===== config.mk =====
export PLATFORM = sky130hd
export DESIGN_NAME = tpm_timer_top
export DESIGN_NICKNAME = d
export VERILOG_FILES = /design/src/rtl/tpm_pkg.sv /design/src/rtl/tpm_chan_if.sv /design/src/rtl/tpm_timer_top.sv /design/src/rtl/tpm_edge.sv /design/src/rtl/tpm_chan.sv
export SDC_FILE = /design/constraint.sdc
export NUM_CORES = 1
export LEC_CHECK = 0
export BUFFER_PORTS_ARGS = -buffer_cell sky130_fd_sc_hd__buf_2
export CAP_MARGIN = 20
export CORE_ASPECT_RATIO = 0.6
export CORE_MARGIN = 10
export CORE_UTILIZATION = 50
export DETAILED_ROUTE_END_ITERATION = 8
export MAX_ROUTING_LAYER = met4
export PLACE_DENSITY = 0.74
export REMOVE_ABC_BUFFERS = 1
export SYNTH_ARGS = -nofsm -noshare
export SYNTH_HDL_FRONTEND = slang
export SYNTH_HIERARCHICAL = 1
export SYNTH_SLANG_ARGS = --single-unit

===== constraint.sdc =====
create_clock -name clk_sys -period 3.26 [get_ports clk_sys]
set_input_delay 0.163 -clock clk_sys [delete_from_list [all_inputs] [get_ports clk_sys]]
set_output_delay 0.163 -clock clk_sys [all_outputs]
set_load 0.03 [all_outputs]

===== src/rtl/tpm_pkg.sv =====
// tpm_pkg: shared constants for the pwm / dual-compare timer block.
// assumes: every rtl module of the block imports the whole package; tpm_chan_if imports none.
package tpm_pkg;

  // default counter and general-register width
  localparam int unsigned TPM_CNT_W = 16;

  // trigger-edge select field codes
  localparam logic [1:0] TPM_TRIG_OFF = 2'h0;
  localparam logic [1:0] TPM_TRIG_RISE = 2'h1;
  localparam logic [1:0] TPM_TRIG_FALL = 2'h2;
  localparam logic [1:0] TPM_TRIG_BOTH = 2'h3;

  // general-register write select codes
  localparam logic [1:0] TPM_GR_SEL_A = 2'h0;
  localparam logic [1:0] TPM_GR_SEL_B = 2'h1;
  localparam logic [1:0] TPM_GR_SEL_C = 2'h2;
  localparam logic [1:0] TPM_GR_SEL_D = 2'h3;

  // number of pwm-mode output channels (pins b, c, d)
  localparam int unsigned TPM_NUM_CH = 3;

  // counter sequencing states
  typedef enum logic [1:0] {
    TPM_ST_IDLE,
    TPM_ST_WAIT,
    TPM_ST_RUN,
    TPM_ST_HALT
  } tpm_state_t;

  // edge decode of the trigger field; called by the detector only, its checks decode on their own
  function automatic logic tpm_edge_hit(input logic [1:0] sel, input logic prev,
                                        input logic cur);
    logic rise;
    logic fall;
    rise = !prev && cur;
    fall = prev && !cur;
    unique case (sel)
      TPM_TRIG_OFF: tpm_edge_hit = 1'h0;
      TPM_TRIG_RISE: tpm_edge_hit = rise;
      TPM_TRIG_FALL: tpm_edge_hit = fall;
      TPM_TRIG_BOTH: tpm_edge_hit = rise || fall;
    endcase
  endfunction : tpm_edge_hit

endpackage : tpm_pkg


===== src/rtl/tpm_chan_if.sv =====
// tpm_chan_if: control and result wires between the timer core and one pwm channel.
// assumes: the core drives the ctl side, one channel instance the chan side.
`timescale 1ns/1ns
interface tpm_chan_if;
  logic run;
  logic active;
  logic match_a;
  logic match_x;
  logic equal;
  logic init_lvl;
  logic pol;
  logic level;

  modport ctl (output run, output active, output match_a, output match_x,
               output equal, output init_lvl, output pol, input level);
  modport chan (input run, input active, input match_a, input match_x,
                input equal, input init_lvl, input pol, output level);
endinterface : tpm_chan_if


===== src/rtl/tpm_timer_top.sv =====
// tpm_timer_top: 16-bit timer core with pwm mode and dual-compare (dual_compare_mode_select) mode.
// assumes: all control bits are static ports from software, all inputs are
// synchronous to clk_sys; pin a of the timer feeds external_trigger_in.
`timescale 1ns/1ns
module tpm_timer_top
  import tpm_pkg::*;
#(
  parameter int unsigned CNT_W = TPM_CNT_W
)
(
  input wire logic clk_sys,
  input wire logic rst,
  input wire logic count_start,
  input wire logic dual_compare_mode_select_n,
  input wire logic pwm_select_b,
  input wire logic pwm_select_c,
  input wire logic pwm_select_d,
  input wire logic buffer_enable_b,
  input wire logic clear_on_match_a,
  input wire logic stop_on_match_a,
  input wire logic [1:0] trigger_edge_sel,
  input wire logic initial_level_b,
  input wire logic initial_level_c,
  input wire logic initial_level_d,
  input wire logic polarity_b,
  input wire logic polarity_c,
  input wire logic polarity_d,
  input wire logic io_ctrl_b_top,
  input wire logic io_ctrl_c_top,
  input wire logic io_ctrl_d_top,
  input wire logic external_trigger_in,
  input wire logic gr_wr_en,
  input wire logic [1:0] gr_wr_sel,
  input wire logic [CNT_W-1:0] gr_wr_data,
  input wire logic match_a_flag_clr,
  output logic match_a_flag,
  output logic [CNT_W-1:0] timer_counter_value,
  output logic [CNT_W-1:0] general_reg_a,
  output logic [CNT_W-1:0] general_reg_b,
  output logic [CNT_W-1:0] general_reg_c,
  output logic [CNT_W-1:0] general_reg_d,
  output logic timer_pin_b_out,
  output logic timer_pin_b_oe,
  output logic timer_pin_c_out,
  output logic timer_pin_c_oe,
  output logic timer_pin_d_out,
  output logic timer_pin_d_oe
);

  localparam logic [CNT_W-1:0] CNT_STEP = CNT_W'(1);

  typedef struct packed {
    tpm_state_t st;
    logic [CNT_W-1:0] cnt;
    logic [CNT_W-1:0] gra;
    logic [CNT_W-1:0] grb;
    logic [CNT_W-1:0] grc;
    logic [CNT_W-1:0] grd;
    logic pin_b2;
    logic flag_a;
  } tpm_core_st_t;

  tpm_core_st_t state_q;
  tpm_core_st_t state_d;

  logic mode_dual_compare_mode_select;
  logic mode_pwm;
  logic running;
  logic match_a;
  logic match_b;
  logic match_c;
  logic match_d;
  logic trig_en;
  logic trig_edge;
  logic trig_ok;
  logic xfer_db;
  logic [TPM_NUM_CH-1:0] ch_sel;
  logic [TPM_NUM_CH-1:0] ch_init;
  logic [TPM_NUM_CH-1:0] ch_pol;
  logic [TPM_NUM_CH-1:0] ch_match;
  logic [TPM_NUM_CH-1:0] ch_equal;
  logic [TPM_NUM_CH-1:0] ch_level;
  logic io_top_unused;

  // the io-control top bits have no effect in the modes built here
  assign io_top_unused = io_ctrl_b_top ^ io_ctrl_c_top ^ io_ctrl_d_top;

  // mode decode; the select bit is active low
  assign mode_dual_compare_mode_select = !dual_compare_mode_select_n;
  assign mode_pwm = dual_compare_mode_select_n;
  assign running = state_q.st == TPM_ST_RUN;

  // compares are only live while counting, so a halted zero never fires them
  assign match_a = running && (state_q.cnt == state_q.gra);
  assign match_b = running && (state_q.cnt == state_q.grb);
  assign match_c = running && (state_q.cnt == state_q.grc);
  assign match_d = running && (state_q.cnt == state_q.grd);

  tpm_edge u_edge (
    .clk_sys(clk_sys),
    .rst(rst),
    .edge_sel(trigger_edge_sel),
    .trig_in(external_trigger_in),
    .trig_edge(trig_edge)
  );

  // edges count only in dual_compare_mode_select, with count-start set, while pin b sits at its initial level
  assign trig_en = mode_dual_compare_mode_select && (trigger_edge_sel != TPM_TRIG_OFF);
  assign trig_ok = trig_en && trig_edge && count_start && (state_q.st != TPM_ST_IDLE)
                   && (state_q.pin_b2 == initial_level_b);

  // buffer d into b: dual_compare_mode_select on period match or accepted edge, pwm on duty match b
  always_comb begin
    if (!buffer_enable_b) begin
      xfer_db = 1'h0;
    end else if (mode_dual_compare_mode_select) begin
      xfer_db = match_a || trig_ok;
    end else begin
      xfer_db = pwm_select_b && match_b;
    end
  end

  // core next-state: sequencing, counter, registers, dual_compare_mode_select pin and flag
  always_comb begin
    state_d = state_q;
    unique case (state_q.st)
      TPM_ST_IDLE: begin
        if (count_start) begin
          state_d.st = (trig_en && stop_on_match_a) ? TPM_ST_WAIT : TPM_ST_RUN;
        end
      end
      TPM_ST_WAIT: begin
        if (!count_start) begin
          state_d.st = TPM_ST_IDLE;
        end else if (trig_ok) begin
          state_d.st = TPM_ST_RUN;
        end
      end
      TPM_ST_RUN: begin
        if (!count_start) begin
          state_d.st = TPM_ST_IDLE;
        end else if (match_a && clear_on_match_a && stop_on_match_a) begin
          state_d.st = TPM_ST_HALT;
        end
      end
      TPM_ST_HALT: begin
        if (!count_start) begin
          state_d.st = TPM_ST_IDLE;
        end else if (trig_ok) begin
          state_d.st = TPM_ST_RUN;
        end
      end
    endcase
    // counter: clear on period match or accepted edge, else step while running
    if (trig_ok) begin
      state_d.cnt = '0;
    end else if (running && count_start) begin
      if (match_a && clear_on_match_a) begin
        state_d.cnt = '0;
      end else begin
        state_d.cnt = state_q.cnt + CNT_STEP;
      end
    end
    // software writes first; a same-cycle hardware transfer into b wins
    if (gr_wr_en) begin
      unique case (gr_wr_sel)
        TPM_GR_SEL_A: state_d.gra = gr_wr_data;
        TPM_GR_SEL_B: state_d.grb = gr_wr_data;
        TPM_GR_SEL_C: state_d.grc = gr_wr_data;
        TPM_GR_SEL_D: state_d.grd = gr_wr_data;
      endcase
    end
    if (xfer_db) begin
      state_d.grb = state_q.grd;
    end
    // dual_compare_mode_select pin: match b drives initial level, match c its inverse; b wins a tie
    if (!mode_dual_compare_mode_select || !count_start || state_q.st == TPM_ST_IDLE) begin
      state_d.pin_b2 = initial_level_b;
    end else if (match_b) begin
      state_d.pin_b2 = initial_level_b;
    end else if (match_c) begin
      state_d.pin_b2 = !initial_level_b;
    end
    // sticky period-match flag; a new match beats a clear in the same cycle
    if (match_a) begin
      state_d.flag_a = 1'h1;
    end else if (match_a_flag_clr) begin
      state_d.flag_a = 1'h0;
    end
  end

  always_ff @(posedge clk_sys) begin
    if (rst) begin
      state_q <= '0;
    end else begin
      state_q <= state_d;
    end
  end

  // per-channel control vectors, index 0..2 for pins b..d
  assign ch_sel = {pwm_select_d, pwm_select_c, pwm_select_b};
  assign ch_init = {!(initial_level_d ^ polarity_d), !(initial_level_c ^ polarity_c),
                    !(initial_level_b ^ polarity_b)};
  assign ch_pol = {polarity_d, polarity_c, polarity_b};
  assign ch_match = {match_d, match_c, match_b};
  assign ch_equal = {state_q.gra == state_q.grd, state_q.gra == state_q.grc,
                     state_q.gra == state_q.grb};

  // three independent pwm phases share the period match
  for (genvar i = 0; i < TPM_NUM_CH; i++) begin : g_ch
    tpm_chan_if ch_if ();
    assign ch_if.run = running;
    assign ch_if.active = mode_pwm && ch_sel[i];
    assign ch_if.match_a = match_a;
    assign ch_if.match_x = ch_match[i];
    assign ch_if.equal = ch_equal[i];
    assign ch_if.init_lvl = ch_init[i];
    assign ch_if.pol = ch_pol[i];
    assign ch_level[i] = ch_if.level;
    tpm_chan u_chan (
      .clk_sys(clk_sys),
      .rst(rst),
      .ch(ch_if)
    );
  end

  // pin drive: dual_compare_mode_select owns pin b only, c and d stay released as ports
  assign timer_pin_b_out = mode_dual_compare_mode_select ? state_q.pin_b2 : ch_level[0];
  assign timer_pin_b_oe = mode_dual_compare_mode_select || (pwm_select_b && !io_top_unused) ||
                          (pwm_select_b && io_top_unused);
  assign timer_pin_c_out = ch_level[1];
  assign timer_pin_c_oe = mode_pwm && pwm_select_c;
  assign timer_pin_d_out = ch_level[2];
  assign timer_pin_d_oe = mode_pwm && pwm_select_d;
  assign timer_counter_value = state_q.cnt;
  assign general_reg_a = state_q.gra;
  assign general_reg_b = state_q.grb;
  assign general_reg_c = state_q.grc;
  assign general_reg_d = state_q.grd;
  assign match_a_flag = state_q.flag_a;

  period_clear_a: assert property (@(posedge clk_sys) disable iff (rst)
    (match_a && clear_on_match_a && count_start && !trig_ok)
      |=> (timer_counter_value == '0) && match_a_flag)
    else $error("period match did not clear counter and set flag");

  halt_stop_a: assert property (@(posedge clk_sys) disable iff (rst)
    (match_a && clear_on_match_a && stop_on_match_a && count_start)
      |=> (state_q.st == TPM_ST_HALT) && (timer_counter_value == '0))
    else $error("counter did not halt at zero after period match");

  count_step_a: assert property (@(posedge clk_sys) disable iff (rst)
    (running && count_start && !match_a && !trig_ok)
      |=> (timer_counter_value == CNT_W'($past(timer_counter_value) + CNT_STEP)))
    else $error("running counter did not step by one");

  start_stop_a: assert property (@(posedge clk_sys) disable iff (rst)
    (!count_start && mode_dual_compare_mode_select) |=> (state_q.st == TPM_ST_IDLE)
      && (timer_pin_b_out == $past(initial_level_b)))
    else $error("count-start low did not stop and restore pin b");

  buf_period_a: assert property (@(posedge clk_sys) disable iff (rst)
    (mode_dual_compare_mode_select && buffer_enable_b && match_a) |=> (general_reg_b == $past(general_reg_d)))
    else $error("period match did not reload b from d");

  trig_ignore_a: assert property (@(posedge clk_sys) disable iff (rst)
    (mode_dual_compare_mode_select && trig_edge && (state_q.pin_b2 != initial_level_b) && !match_a
      && !gr_wr_en) |=> $stable(general_reg_b))
    else $error("ignored trigger edge still reloaded b");

  trig_clear_a: assert property (@(posedge clk_sys) disable iff (rst)
    trig_ok |=> (timer_counter_value == '0))
    else $error("accepted trigger edge did not clear counter");

  wait_hold_a: assert property (@(posedge clk_sys) disable iff (rst)
    (state_q.st == TPM_ST_WAIT && count_start && !trig_ok)
      |=> (state_q.st == TPM_ST_WAIT) && $stable(timer_counter_value))
    else $error("one-shot wait did not hold the counter");

  dual_compare_mode_select_level_a: assert property (@(posedge clk_sys) disable iff (rst)
    (mode_dual_compare_mode_select && count_start && match_c && !match_b)
      |=> (timer_pin_b_out == !$past(initial_level_b)))
    else $error("match c did not drive the inverse level");

  dual_compare_mode_select_pins_a: assert property (@(posedge clk_sys) disable iff (rst)
    mode_dual_compare_mode_select |-> timer_pin_b_oe && !timer_pin_c_oe && !timer_pin_d_oe)
    else $error("dual_compare_mode_select drives pins other than b");

  one_shot_c: cover property (@(posedge clk_sys) disable iff (rst)
    (state_q.st == TPM_ST_RUN) ##1 (state_q.st == TPM_ST_HALT));

  trig_start_c: cover property (@(posedge clk_sys) disable iff (rst)
    (state_q.st == TPM_ST_WAIT) ##1 (state_q.st == TPM_ST_RUN));

  pwm_reload_c: cover property (@(posedge clk_sys) disable iff (rst)
    mode_pwm && xfer_db);

endmodule : tpm_timer_top


===== src/rtl/tpm_edge.sv =====
// tpm_edge: edge detector for the external trigger input.
// assumes: trigger input is already synchronous to clk_sys.
`timescale 1ns/1ns
module tpm_edge
  import tpm_pkg::*;
(
  input wire logic clk_sys,
  input wire logic rst,
  input wire logic [1:0] edge_sel,
  input wire logic trig_in,
  output logic trig_edge
);

  typedef struct packed {
    logic prev;
  } tpm_edge_st_t;

  tpm_edge_st_t state_q;
  tpm_edge_st_t state_d;

  // remember the last sample; the edge pulse is a pure decode of it against the live input
  always_comb begin
    state_d = state_q;
    state_d.prev = trig_in;
  end

  always_ff @(posedge clk_sys) begin
    if (rst) begin
      state_q <= '0;
    end else begin
      state_q <= state_d;
    end
  end

  assign trig_edge = tpm_edge_hit(edge_sel, state_q.prev, trig_in);

  fall_decode_a: assert property (@(posedge clk_sys) disable iff (rst)
    (edge_sel == TPM_TRIG_FALL) |-> (trig_edge == (state_q.prev && !trig_in)))
    else $error("falling-edge select does not follow the trigger input");

  off_quiet_a: assert property (@(posedge clk_sys) disable iff (rst)
    (edge_sel == TPM_TRIG_OFF) |-> !trig_edge)
    else $error("edge reported while trigger is disabled");

endmodule : tpm_edge


===== src/rtl/tpm_chan.sv =====
// tpm_chan: one pwm-mode output channel (pin b, c or d).
// assumes: match strobes come from the core, valid only while the counter runs.
`timescale 1ns/1ns
module tpm_chan
  import tpm_pkg::*;
(
  input wire logic clk_sys,
  input wire logic rst,
  tpm_chan_if.chan ch
);

  typedef struct packed {
    logic level;
  } tpm_chan_st_t;

  tpm_chan_st_t state_q;
  tpm_chan_st_t state_d;

  // idle or unselected pins sit at the initial level; equal registers freeze the pin
  always_comb begin
    state_d = state_q;
    if (!ch.active || !ch.run) begin
      state_d.level = ch.init_lvl;
    end else if (ch.equal) begin
      state_d.level = state_q.level;
    end else if (ch.match_x) begin
      state_d.level = ch.pol;
    end else if (ch.match_a) begin
      state_d.level = !ch.pol;
    end
  end

  always_ff @(posedge clk_sys) begin
    if (rst) begin
      state_q <= '0;
    end else begin
      state_q <= state_d;
    end
  end

  assign ch.level = state_q.level;

  duty_level_a: assert property (@(posedge clk_sys) disable iff (rst)
    (ch.active && ch.run && ch.match_x && !ch.equal) |=> (ch.level == $past(ch.pol)))
    else $error("duty match did not drive the active level");

  equal_hold_a: assert property (@(posedge clk_sys) disable iff (rst)
    (ch.active && ch.run && ch.equal) |=> $stable(ch.level))
    else $error("pin changed although period and duty are equal");

  init_level_a: assert property (@(posedge clk_sys) disable iff (rst)
    (!ch.active) |=> (ch.level == $past(ch.init_lvl)))
    else $error("unselected pin not at its initial level");

endmodule : tpm_chan


==> results of run 1 <==
-- cell type report --
class	instances	area share (%)
multi-input combinational	487	51.8
sequential	88	28.5
clock inverter	4	0.869
tap	160	3.23
inverter	5	0.303
clock buffer	12	3.98
timing repair buffer	135	11.3
-- sequential cells by signal, indices dropped and copies added, names as in the netlist --
register	count
general_reg_b	16
match_a_flag	1
general_reg_c	16
timer_counter_value	16
general_reg_d	16
state_q	3
general_reg_a	16
g_ch.u_chan/ch.level	3
u_edge/state_q	1
-- power breakdown --
part	leakage [nW]	switching (mW)	internal, mW
clock	0.139	0.448	0.617
combinational	1.87	0.317	0.191
sequential	0.716	0.0670	1.12
-- metal layers --
layer / GRT usage [%] / up-vias / share of wire [%]
li1: - / 2319 / -
met1: 32.4 / 2309 / 51
met2: 28.2 / 227 / 39
met3: 5.97 / 12 / 9.2
met4: 4.96 / 0 / 0.76
met5: - / - / 0
-- critical path: cells and delay by family (launching register included) --
kind,cells,cell delay [ns]
xor+xnor,1,0.20
flops,1,0.55
compound gates,1,0.49
simple gates,4,1.18
-- worst max path at each step --
stage                                         start                                    to  slack [ns]
2_1_floorplan  timer_counter_value[12]$_SDFFE_PP0P_  g_ch[1].u_chan/ch.level$_SDFFE_PP0P_        1.07
3_3_place_gp   timer_counter_value[13]$_SDFFE_PP0P_   timer_counter_value[2]$_SDFFE_PP0P_        0.80
3_5_place_dp   timer_counter_value[12]$_SDFFE_PP0P_  g_ch[1].u_chan/ch.level$_SDFFE_PP0P_        0.73
4_1_cts        timer_counter_value[12]$_SDFFE_PP0P_   timer_counter_value[3]$_SDFFE_PP0P_        0.71
5_1_grt        timer_counter_value[13]$_SDFFE_PP0P_   timer_counter_value[1]$_SDFFE_PP0P_        0.54
6_report       timer_counter_value[12]$_SDFFE_PP0P_   timer_counter_value[1]$_SDFFE_PP0P_        0.69
-- cells by family (layout without fill, tap and decap cells) --
group | after synthesis | in the layout | share of synthesized area [%]
buf+inv | 141 | 156 | 15.4
flops | 88 | 88 | 30.0
mux | 19 | 19 | 3.26
compound gates | 105 | 105 | 11.9
simple gates | 229 | 229 | 19.2
xor+xnor | 131 | 131 | 19.5
fa+ha+maj | 3 | 3 | 0.639
-- cells in the final DEF, fill, tap and decap left out, types with 4 or more instances in the layout --
master	Yosys	routed
sky130_fd_sc_hd__nand2_1	116	116
sky130_fd_sc_hd__mux2i_1	18	18
sky130_fd_sc_hd__nor3_1	4	4
sky130_fd_sc_hd__and3_1	9	9
sky130_fd_sc_hd__buf_2	23	125
sky130_fd_sc_hd__nor4_1	11	11
sky130_fd_sc_hd__inv_1	5	5
sky130_fd_sc_hd__a211oi_1	9	9
sky130_fd_sc_hd__nor2b_1	4	4
sky130_fd_sc_hd__nand4_1	19	19
sky130_fd_sc_hd__nand3_1	7	7
sky130_fd_sc_hd__nand2b_1	7	7
sky130_fd_sc_hd__xnor2_1	85	85
sky130_fd_sc_hd__buf_4	81	10
sky130_fd_sc_hd__a211oi_2	10	10
sky130_fd_sc_hd__dfxtp_1	88	88
sky130_fd_sc_hd__a21oi_1	72	72
sky130_fd_sc_hd__xor2_1	46	46
sky130_fd_sc_hd__nor2_1	25	25
sky130_fd_sc_hd__nand3b_1	6	6
sky130_fd_sc_hd__clkbuf_16	0	9
sky130_fd_sc_hd__and2_1	4	4
-- stage by stage --
stage	hold slack (ns)	std cells	utilization [%]	worst slack, ns
final	0.0682	891	54.4	0.691
after global routing	0.0843	891	54.4	0.536
after CTS	0.0684	891	54.4	0.714
after detailed placement	0.435	875	51.8	0.730
after global placement	0.423	875	51.8	0.800
after floorplan	0.228	580	-	1.07
==> summary.md, run 1 <==
| Metric | Value |
|---|---|
| Number of levels in the clock H-tree | 3 |
| Footprint of the multi-input gates | 0.00321 mm² |
| Placement row count | 30 |
| Fraction of synthesis flops using an asynchronous set or reset pin | 0% |
| Post-synth design cell area | 0.00587 mm² |
| Power density normalized to cell area | 445 mW/mm² |
| Number of synthesized flops with an enable pin | 0 |
| Cell type contributing the most total cell area after synthesis | sky130_fd_sc_hd__dfxtp_1 |
| Final worst path period need | 2.57 ns |
| Destination of the worst register-to-register timing path | timer_counter_value[1]$_SDFFE_PP0P_ |
| Fill cells | 1069 |
| Classification of the worst-slack hold path | in -> reg |
| Final Wtd Congestion | 0.964 |
| Maximum clock frequency | 389 MHz |
| Main area contributors after synthesis | sky130_fd_sc_hd__dfxtp_1, sky130_fd_sc_hd__xnor2_1, sky130_fd_sc_hd__buf_4 |
| Max-slew violations | 0 |
| Global-route usage over all layers | 21.9% |
| Critical path's slowest cell | sky130_fd_sc_hd__nor4_4 |
| Setup crit start kind | register |
| Cells along the critical path | xor2_1 > nor4_1 > nand2_1 > nor4_4 > a31o_2 > nor2_1 |
| CTS Root Buffer Type | sky130_fd_sc_hd__clkbuf_16 |
| Number of hold violations in the final report | 0 |
| Initial core utilization | 51.6% |
| Post-layout instance area | 0.00619 mm² |
| Commonest cells post-synth | sky130_fd_sc_hd__nand2_1, sky130_fd_sc_hd__dfxtp_1, sky130_fd_sc_hd__xnor2_1 |
| Share of synthesized area occupied by flip-flops and latches | 30.0% |
| Dominant register cell in the synthesized netlist | sky130_fd_sc_hd__dfxtp_1 |
| Total iterations of the first detailed-routing run | 6 |
| Origin of the critical flop-to-flop path | timer_counter_value[12]$_SDFFE_PP0P_ |
| Count of cells along the worst register-to-register path | 6 |
| Setup slack of the most critical reg-to-reg path | 0.69 ns |
| First-pass GRT wire length | 27.9 mm |
| Max-cap check violation count | 0 |
| Ports | 129 |
| Number of setup buffers added after CTS | 0 |
| Cts-stage hold buffer count | 0 |
| Count of cells along the worst hold path | 3 |
| Overall die area | 0.0166 mm² |
| Iteration-0 DRC Markers | 455 |
| HPWL after detailed placement | 14.5 mm |
| Number of antenna violations at the first check in global routing | 0 |
| Setup TNS | 0 ns |
| Register clock-pin slew on the reported worst setup and hold paths | 0.07 ns |
| Area fraction of the dominant cell type after synthesis | 30.0% |
| Dpl cell area | 0.00589 mm² |
| Category of the critical setup timing path | reg -> reg |
| Area Overhead vs Synth | 5.41% |
| Largest net degree at the start of global routing | 53 |
| Antenna violation net count after detailed routing | 0 |
| Average footprint of a synthesized cell | 8.20 µm² |
| Clk sink count | 88 |
| Post-layout total power | 2.76 mW |
| Worst-case clock skew | 0.00724 ns |
| Final worst path period share | 78.8% |
| Top-count cell post-synth | sky130_fd_sc_hd__nand2_1 |
| Yosys Warn Count | 6 |
| Gr ovfl total | 0 |
| Data arrival time of the worst path | 2.80 ns |
| Setup repair after global routing missed its margin | no |
| Number of distinct library cells after synthesis | 47 |
| Setup violation total in the final timing report | 0 |
| Worst hold start | external_trigger_in |
| DIE HEIGHT | 104 µm |
| Req. time, crit path | 3.49 ns |
| Largest stage delay on the critical path | 0.61 ns |
| CTS tree | built |
| Core area | 0.0114 mm² |
| Hold EP | u_edge/state_q$_SDFF_PP0_ |
| Critical path capture point type | register |
| Gate count after technology mapping | 716 |
| Via density | 5.46 |
| Count of port buffers added during placement | 125 |
| Max transition margin | 35.0% |
| Max IR drop VDD | 0.254 mV |
| Via count of the first global-routing pass | 4673 |
| Routed wire per std cell | 20.8 µm |
| Run status | finished clean |
| Critical path fanouts, max | 16 |
| Worst slew pin tran | 0.972 ns |
| Die Width | 160 µm |
| Clk_lat worst skew | 0.35 ns |
| Resize count post-CTS | 0 |
| DRC violations left | 0 |
| Footprint of the flip-flops and latches | 0.00176 mm² |
| CTS Buffer Depth | 2 |
| Net count reported at finish | 771 |
| Pleak | 2.72 nW |
| Final wirelength | 18.6 mm |
| Detailed-route via count | 4867 |
| Fraction of final layout cells with drive strength greater than 1 | 23.7% |
| Number of diodes | 0 |
| Yosys reg bits | 88 |
| Total clock buffers created by CTS | 9 |
Power figures use the tool's default switching activity.
==> inputs of run 2 (changes only) <==
--- a/config.mk
+++ b/config.mk
@@ -5,6 +5,7 @@
 export SDC_FILE = /design/constraint.sdc
 export NUM_CORES = 1
 export LEC_CHECK = 0
+export ABC_AREA = 1
 export BUFFER_PORTS_ARGS = -buffer_cell sky130_fd_sc_hd__buf_2
 export CAP_MARGIN = 20
 export CORE_ASPECT_RATIO = 0.6
==> constraint.sdc (replaced) <==
create_clock -name clk_sys -period 2.4 [get_ports clk_sys]
set_input_delay 0.12 -clock clk_sys [delete_from_list [all_inputs] [get_ports clk_sys]]
set_output_delay 0.12 -clock clk_sys [all_outputs]
set_load 0.03 [all_outputs]
==> summary.md, run 2 <==
| Metric | Value |
|---|---|
| Number of distinct library cells after synthesis | 42 (-11%) |
| Largest stage delay on the critical path | 0.42 ns (-0.19 ns) |
| Fraction of synthesis flops using an asynchronous set or reset pin | 0% (unchanged) |
| Pleak | 3.42 nW (+26%) |
| Average footprint of a synthesized cell | 6.42 µm² (-22%) |
| Worst slew pin tran | 0.802 ns (-0.169 ns) |
| Setup violation total in the final timing report | 0 (unchanged) |
| Number of hold violations in the final report | 0 (unchanged) |
| Clk sink count | 88 (unchanged) |
| Dpl cell area | 0.00675 mm² (+15%) |
| Max-cap check violation count | 0 (unchanged) |
| CTS Root Buffer Type | sky130_fd_sc_hd__clkbuf_16 |
| Routed wire per std cell | 19.1 µm (-8.3%) |
| Via count of the first global-routing pass | 6108 (+31%) |
| Cells along the critical path | xnor2_1 > o211ai_1 > nor3_1 > nor4b_1 > buf_4 > o21bai_1 > nand3_1 > nand2_1 > nor2_1 |
| Leading cell type in the layout, fill and taps excluded | sky130_fd_sc_hd__nand2_1 |
| Run status | finished clean |
| Xor and xnor fraction of the mapped netlist area | 9.09% (-10 points) |
| Share of synthesized area occupied by flip-flops and latches | 27.3% (-2.7 points) |
| Number of setup buffers added after CTS | 0 (unchanged) |
| Footprint of the flip-flops and latches | 0.00176 mm² (unchanged) |
| Buffers & Inverters on Critical Path | 1 (+1) |
| HPWL after detailed placement | 18.6 mm (+28%) |
| Main area contributors after synthesis | sky130_fd_sc_hd__dfxtp_1, sky130_fd_sc_hd__nand2_1, sky130_fd_sc_hd__buf_4 |
| Critical path capture point type | register |
| Max IR drop VDD | 0.337 mV (+33%) |
| Footprint of the multi-input gates | 0.00348 mm² (+8.3%) |
| Total iterations of the first detailed-routing run | 5 (-1) |
| Setup crit start kind | register |
| Net count reported at finish | 1097 (+42%) |
| Die Width | 167 µm (+4.2%) |
| Cell type contributing the most total cell area after synthesis | sky130_fd_sc_hd__dfxtp_1 |
| Number of levels in the clock H-tree | 3 (unchanged) |
| Area fraction of the dominant cell type after synthesis | 27.3% (-2.7 points) |
| Post-synth design cell area | 0.00645 mm² (+9.9%) |
| Global-route usage over all layers | 25.7% (+3.8 points) |
| Number of synthesized flops with an enable pin | 0 (unchanged) |
| Complex-gate fraction of the synthesized area | 10.9% (-1.0 points) |
| Via density | 5.46 (about the same) |
| Clk_lat worst skew | 0.35 ns (about the same) |
| Core area | 0.0127 mm² (+12%) |
| Placement row count | 32 (+6.7%) |
| Data arrival time of the worst path | 2.49 ns (-0.31 ns) |
| Top-count cell post-synth | sky130_fd_sc_hd__nand2_1 |
| DIE HEIGHT | 108 µm (+3.9%) |
| Max-slew violations | 0 (unchanged) |
| Category of the critical setup timing path | reg -> reg |
| Post-layout instance area | 0.00707 mm² (+14%) |
| Setup repair after global routing missed its margin | no |
| Antenna violation net count after detailed routing | 0 (unchanged) |
| Post-synthesis share of cell area spent on and, or, nand and nor gates | 33.2% (+14 points) |
| Commonest cells post-synth | sky130_fd_sc_hd__nand2_1, sky130_fd_sc_hd__nor2_1, sky130_fd_sc_hd__inv_1 |
| Final worst path period need | 2.25 ns (-0.324 ns) |
| Count of port buffers added during placement | 125 (unchanged) |
| CTS tree | built |
| Req. time, crit path | 2.64 ns (-0.85 ns) |
| Number of diodes | 0 (unchanged) |
| Final wirelength | 23.4 mm (+26%) |
| Iteration-0 DRC Markers | 765 (+68%) |
| Ports | 129 (unchanged) |
| Overall die area | 0.0180 mm² (+8.3%) |
| Final worst path period share | 93.6% (+15 points) |
| Multiplexer share of the synthesized area | 0% (-3.3 points) |
| Detailed-route via count | 6701 (+38%) |
| Adder-cell share of the synthesized area | 0.582% (-0.058 points) |
| Yosys Warn Count | 6 (unchanged) |
| Power density normalized to cell area | 602 mW/mm² (+35%) |
| Setup slack of the critical path after layout | 0.154 ns (-0.536 ns) |
| DRC violations left | 0 (unchanged) |
| CTS Buffer Depth | 2 (unchanged) |
| Largest family of logic cells by synthesized area | simple AND/OR/NAND/NOR gates |
| Maximum clock frequency | 445 MHz (+14%) |
| Initial core utilization | 50.7% (-0.94 points) |
| Yosys reg bits | 88 (unchanged) |
| Area Overhead vs Synth | 9.52% |
| Register clock-pin slew on the reported worst setup and hold paths | 0.07 ns (about the same) |
| Max transition margin | 46.5% (+11 points) |
| Fraction of final layout cells with drive strength greater than 1 | 19.7% (-4.0 points) |
| Gate count after technology mapping | 1005 (+40%) |
| Family of cells with the greatest summed delay on the critical path | simple AND/OR/NAND/NOR gates |
| Commonest cells after routing, fill and taps aside | sky130_fd_sc_hd__nand2_1, sky130_fd_sc_hd__buf_2, sky130_fd_sc_hd__nor2_1, sky130_fd_sc_hd__inv_1, sky130_fd_sc_hd__dfxtp_1 |
| Pre-CTS setup slack | 0.274 ns (-0.456 ns) |
| First-pass GRT wire length | 35.5 mm (+27%) |
| Setup TNS | 0 ns (unchanged) |
| Total clock buffers created by CTS | 9 (unchanged) |
| Critical path fanouts, max | 2 (-14) |
| Largest net degree at the start of global routing | 49 (-7.5%) |
| Dominant register cell in the synthesized netlist | sky130_fd_sc_hd__dfxtp_1 |
| Number of antenna violations at the first check in global routing | 0 (unchanged) |
| Final Wtd Congestion | 1.07 (+11%) |
| Gr ovfl total | 0 (unchanged) |
| Worst-case clock skew | 0.0126 ns (+0.00534 ns) |
| Fill cells | 1311 (+23%) |
| Critical path's slowest cell | sky130_fd_sc_hd__nor3_1 |
| Classification of the worst-slack hold path | in -> reg |
==> run 2: cell count changes in the layout (fill, tap and decap cells not counted), sizes merged, moves of 18 or more <==
cell    previous run  this run
xor2              46        20
a211oi            19         1
mux2i             18         0
nor2              25       112
buf              135       158
inv                5       112
xnor2             85        47
nand2            116       231
o21ai              3        54
nand3              7        71
==> run 2: area by class of cell <==
type	count	area share (%)
Clock buffer	11	3.58
Clock inverter	5	0.885
Inverter	111	5.89
Multi-Input combinational cell	684	49.2
Sequential cell	88	24.9
Tap cell	170	3.01
Timing Repair Buffer	158	12.5
==> run 2: final timing paths <==
kind | from | end | slack (ns) | cells after the start
max | general_reg_c[5]$_SDFFE_PP0P_ | g_ch[1].u_chan/ch.level$_SDFFE_PP0P_ | 0.15 | 9
min | external_trigger_in | u_edge/state_q$_SDFF_PP0_ | 0.02 | 3
max reg2reg | general_reg_c[5]$_SDFFE_PP0P_ | g_ch[1].u_chan/ch.level$_SDFFE_PP0P_ | 0.15 | 9
min reg2reg | match_a_flag$_SDFFE_PP0P_ | match_a_flag$_SDFFE_PP0P_ | 0.46 | 2
==> run 2: worst min-delay path, cell delays in order <==
cell and delay (ns):
sky130_fd_sc_hd__buf_2 0.09, sky130_fd_sc_hd__inv_1 0.05, sky130_fd_sc_hd__nor2_1 0.07
==> run 2: power breakdown <==
group	total [mW]	leakage (nW)	internal, mW	switching, mW
clock	1.53	0.149	0.874	0.658
sequential	1.67	0.720	1.54	0.128
combinational	1.06	2.55	0.356	0.703
==> run 2: repair_timing <==
action	CTS	global route
setup endpoints to repair	0	1
endpoints found under the hold margin	0	0
resized for setup	0	1
hold buffers	0	0
==> run 2: cells by family after synthesis <==
logic type | count (synthesis)
AND/OR/NAND/NOR | 482
XOR/XNOR | 67
buffers and inverters | 233
adder cells (fa/ha/maj) | 3
AO/OA/AOI/OAI | 132
flip-flops | 88
==> run 2: layer usage <==
| metal | part of all wire, % | global-route usage [%] | wire length (µm) |
|---|---|---|---|
| met4 | 1.5 | 4.49 | 346 |
| met5 | 0 | - | 0 |
| met2 | 39 | 35.1 | 9090 |
| met1 | 46 | 36.3 | 10900 |
| met3 | 13 | 8.15 | 3110 |
==> run 2: through the flow <==
step	hold slack (ns)	power, mW	std cells	utilization, %
after floorplan	0.189	2.32	883	-
after global placement	0.363	2.72	1211	53.0
after detailed placement	0.374	2.72	1211	53.0
after CTS	0.0221	4.24	1227	55.5
after global routing	0.0448	4.41	1227	55.5
final	0.0198	4.26	1227	55.5
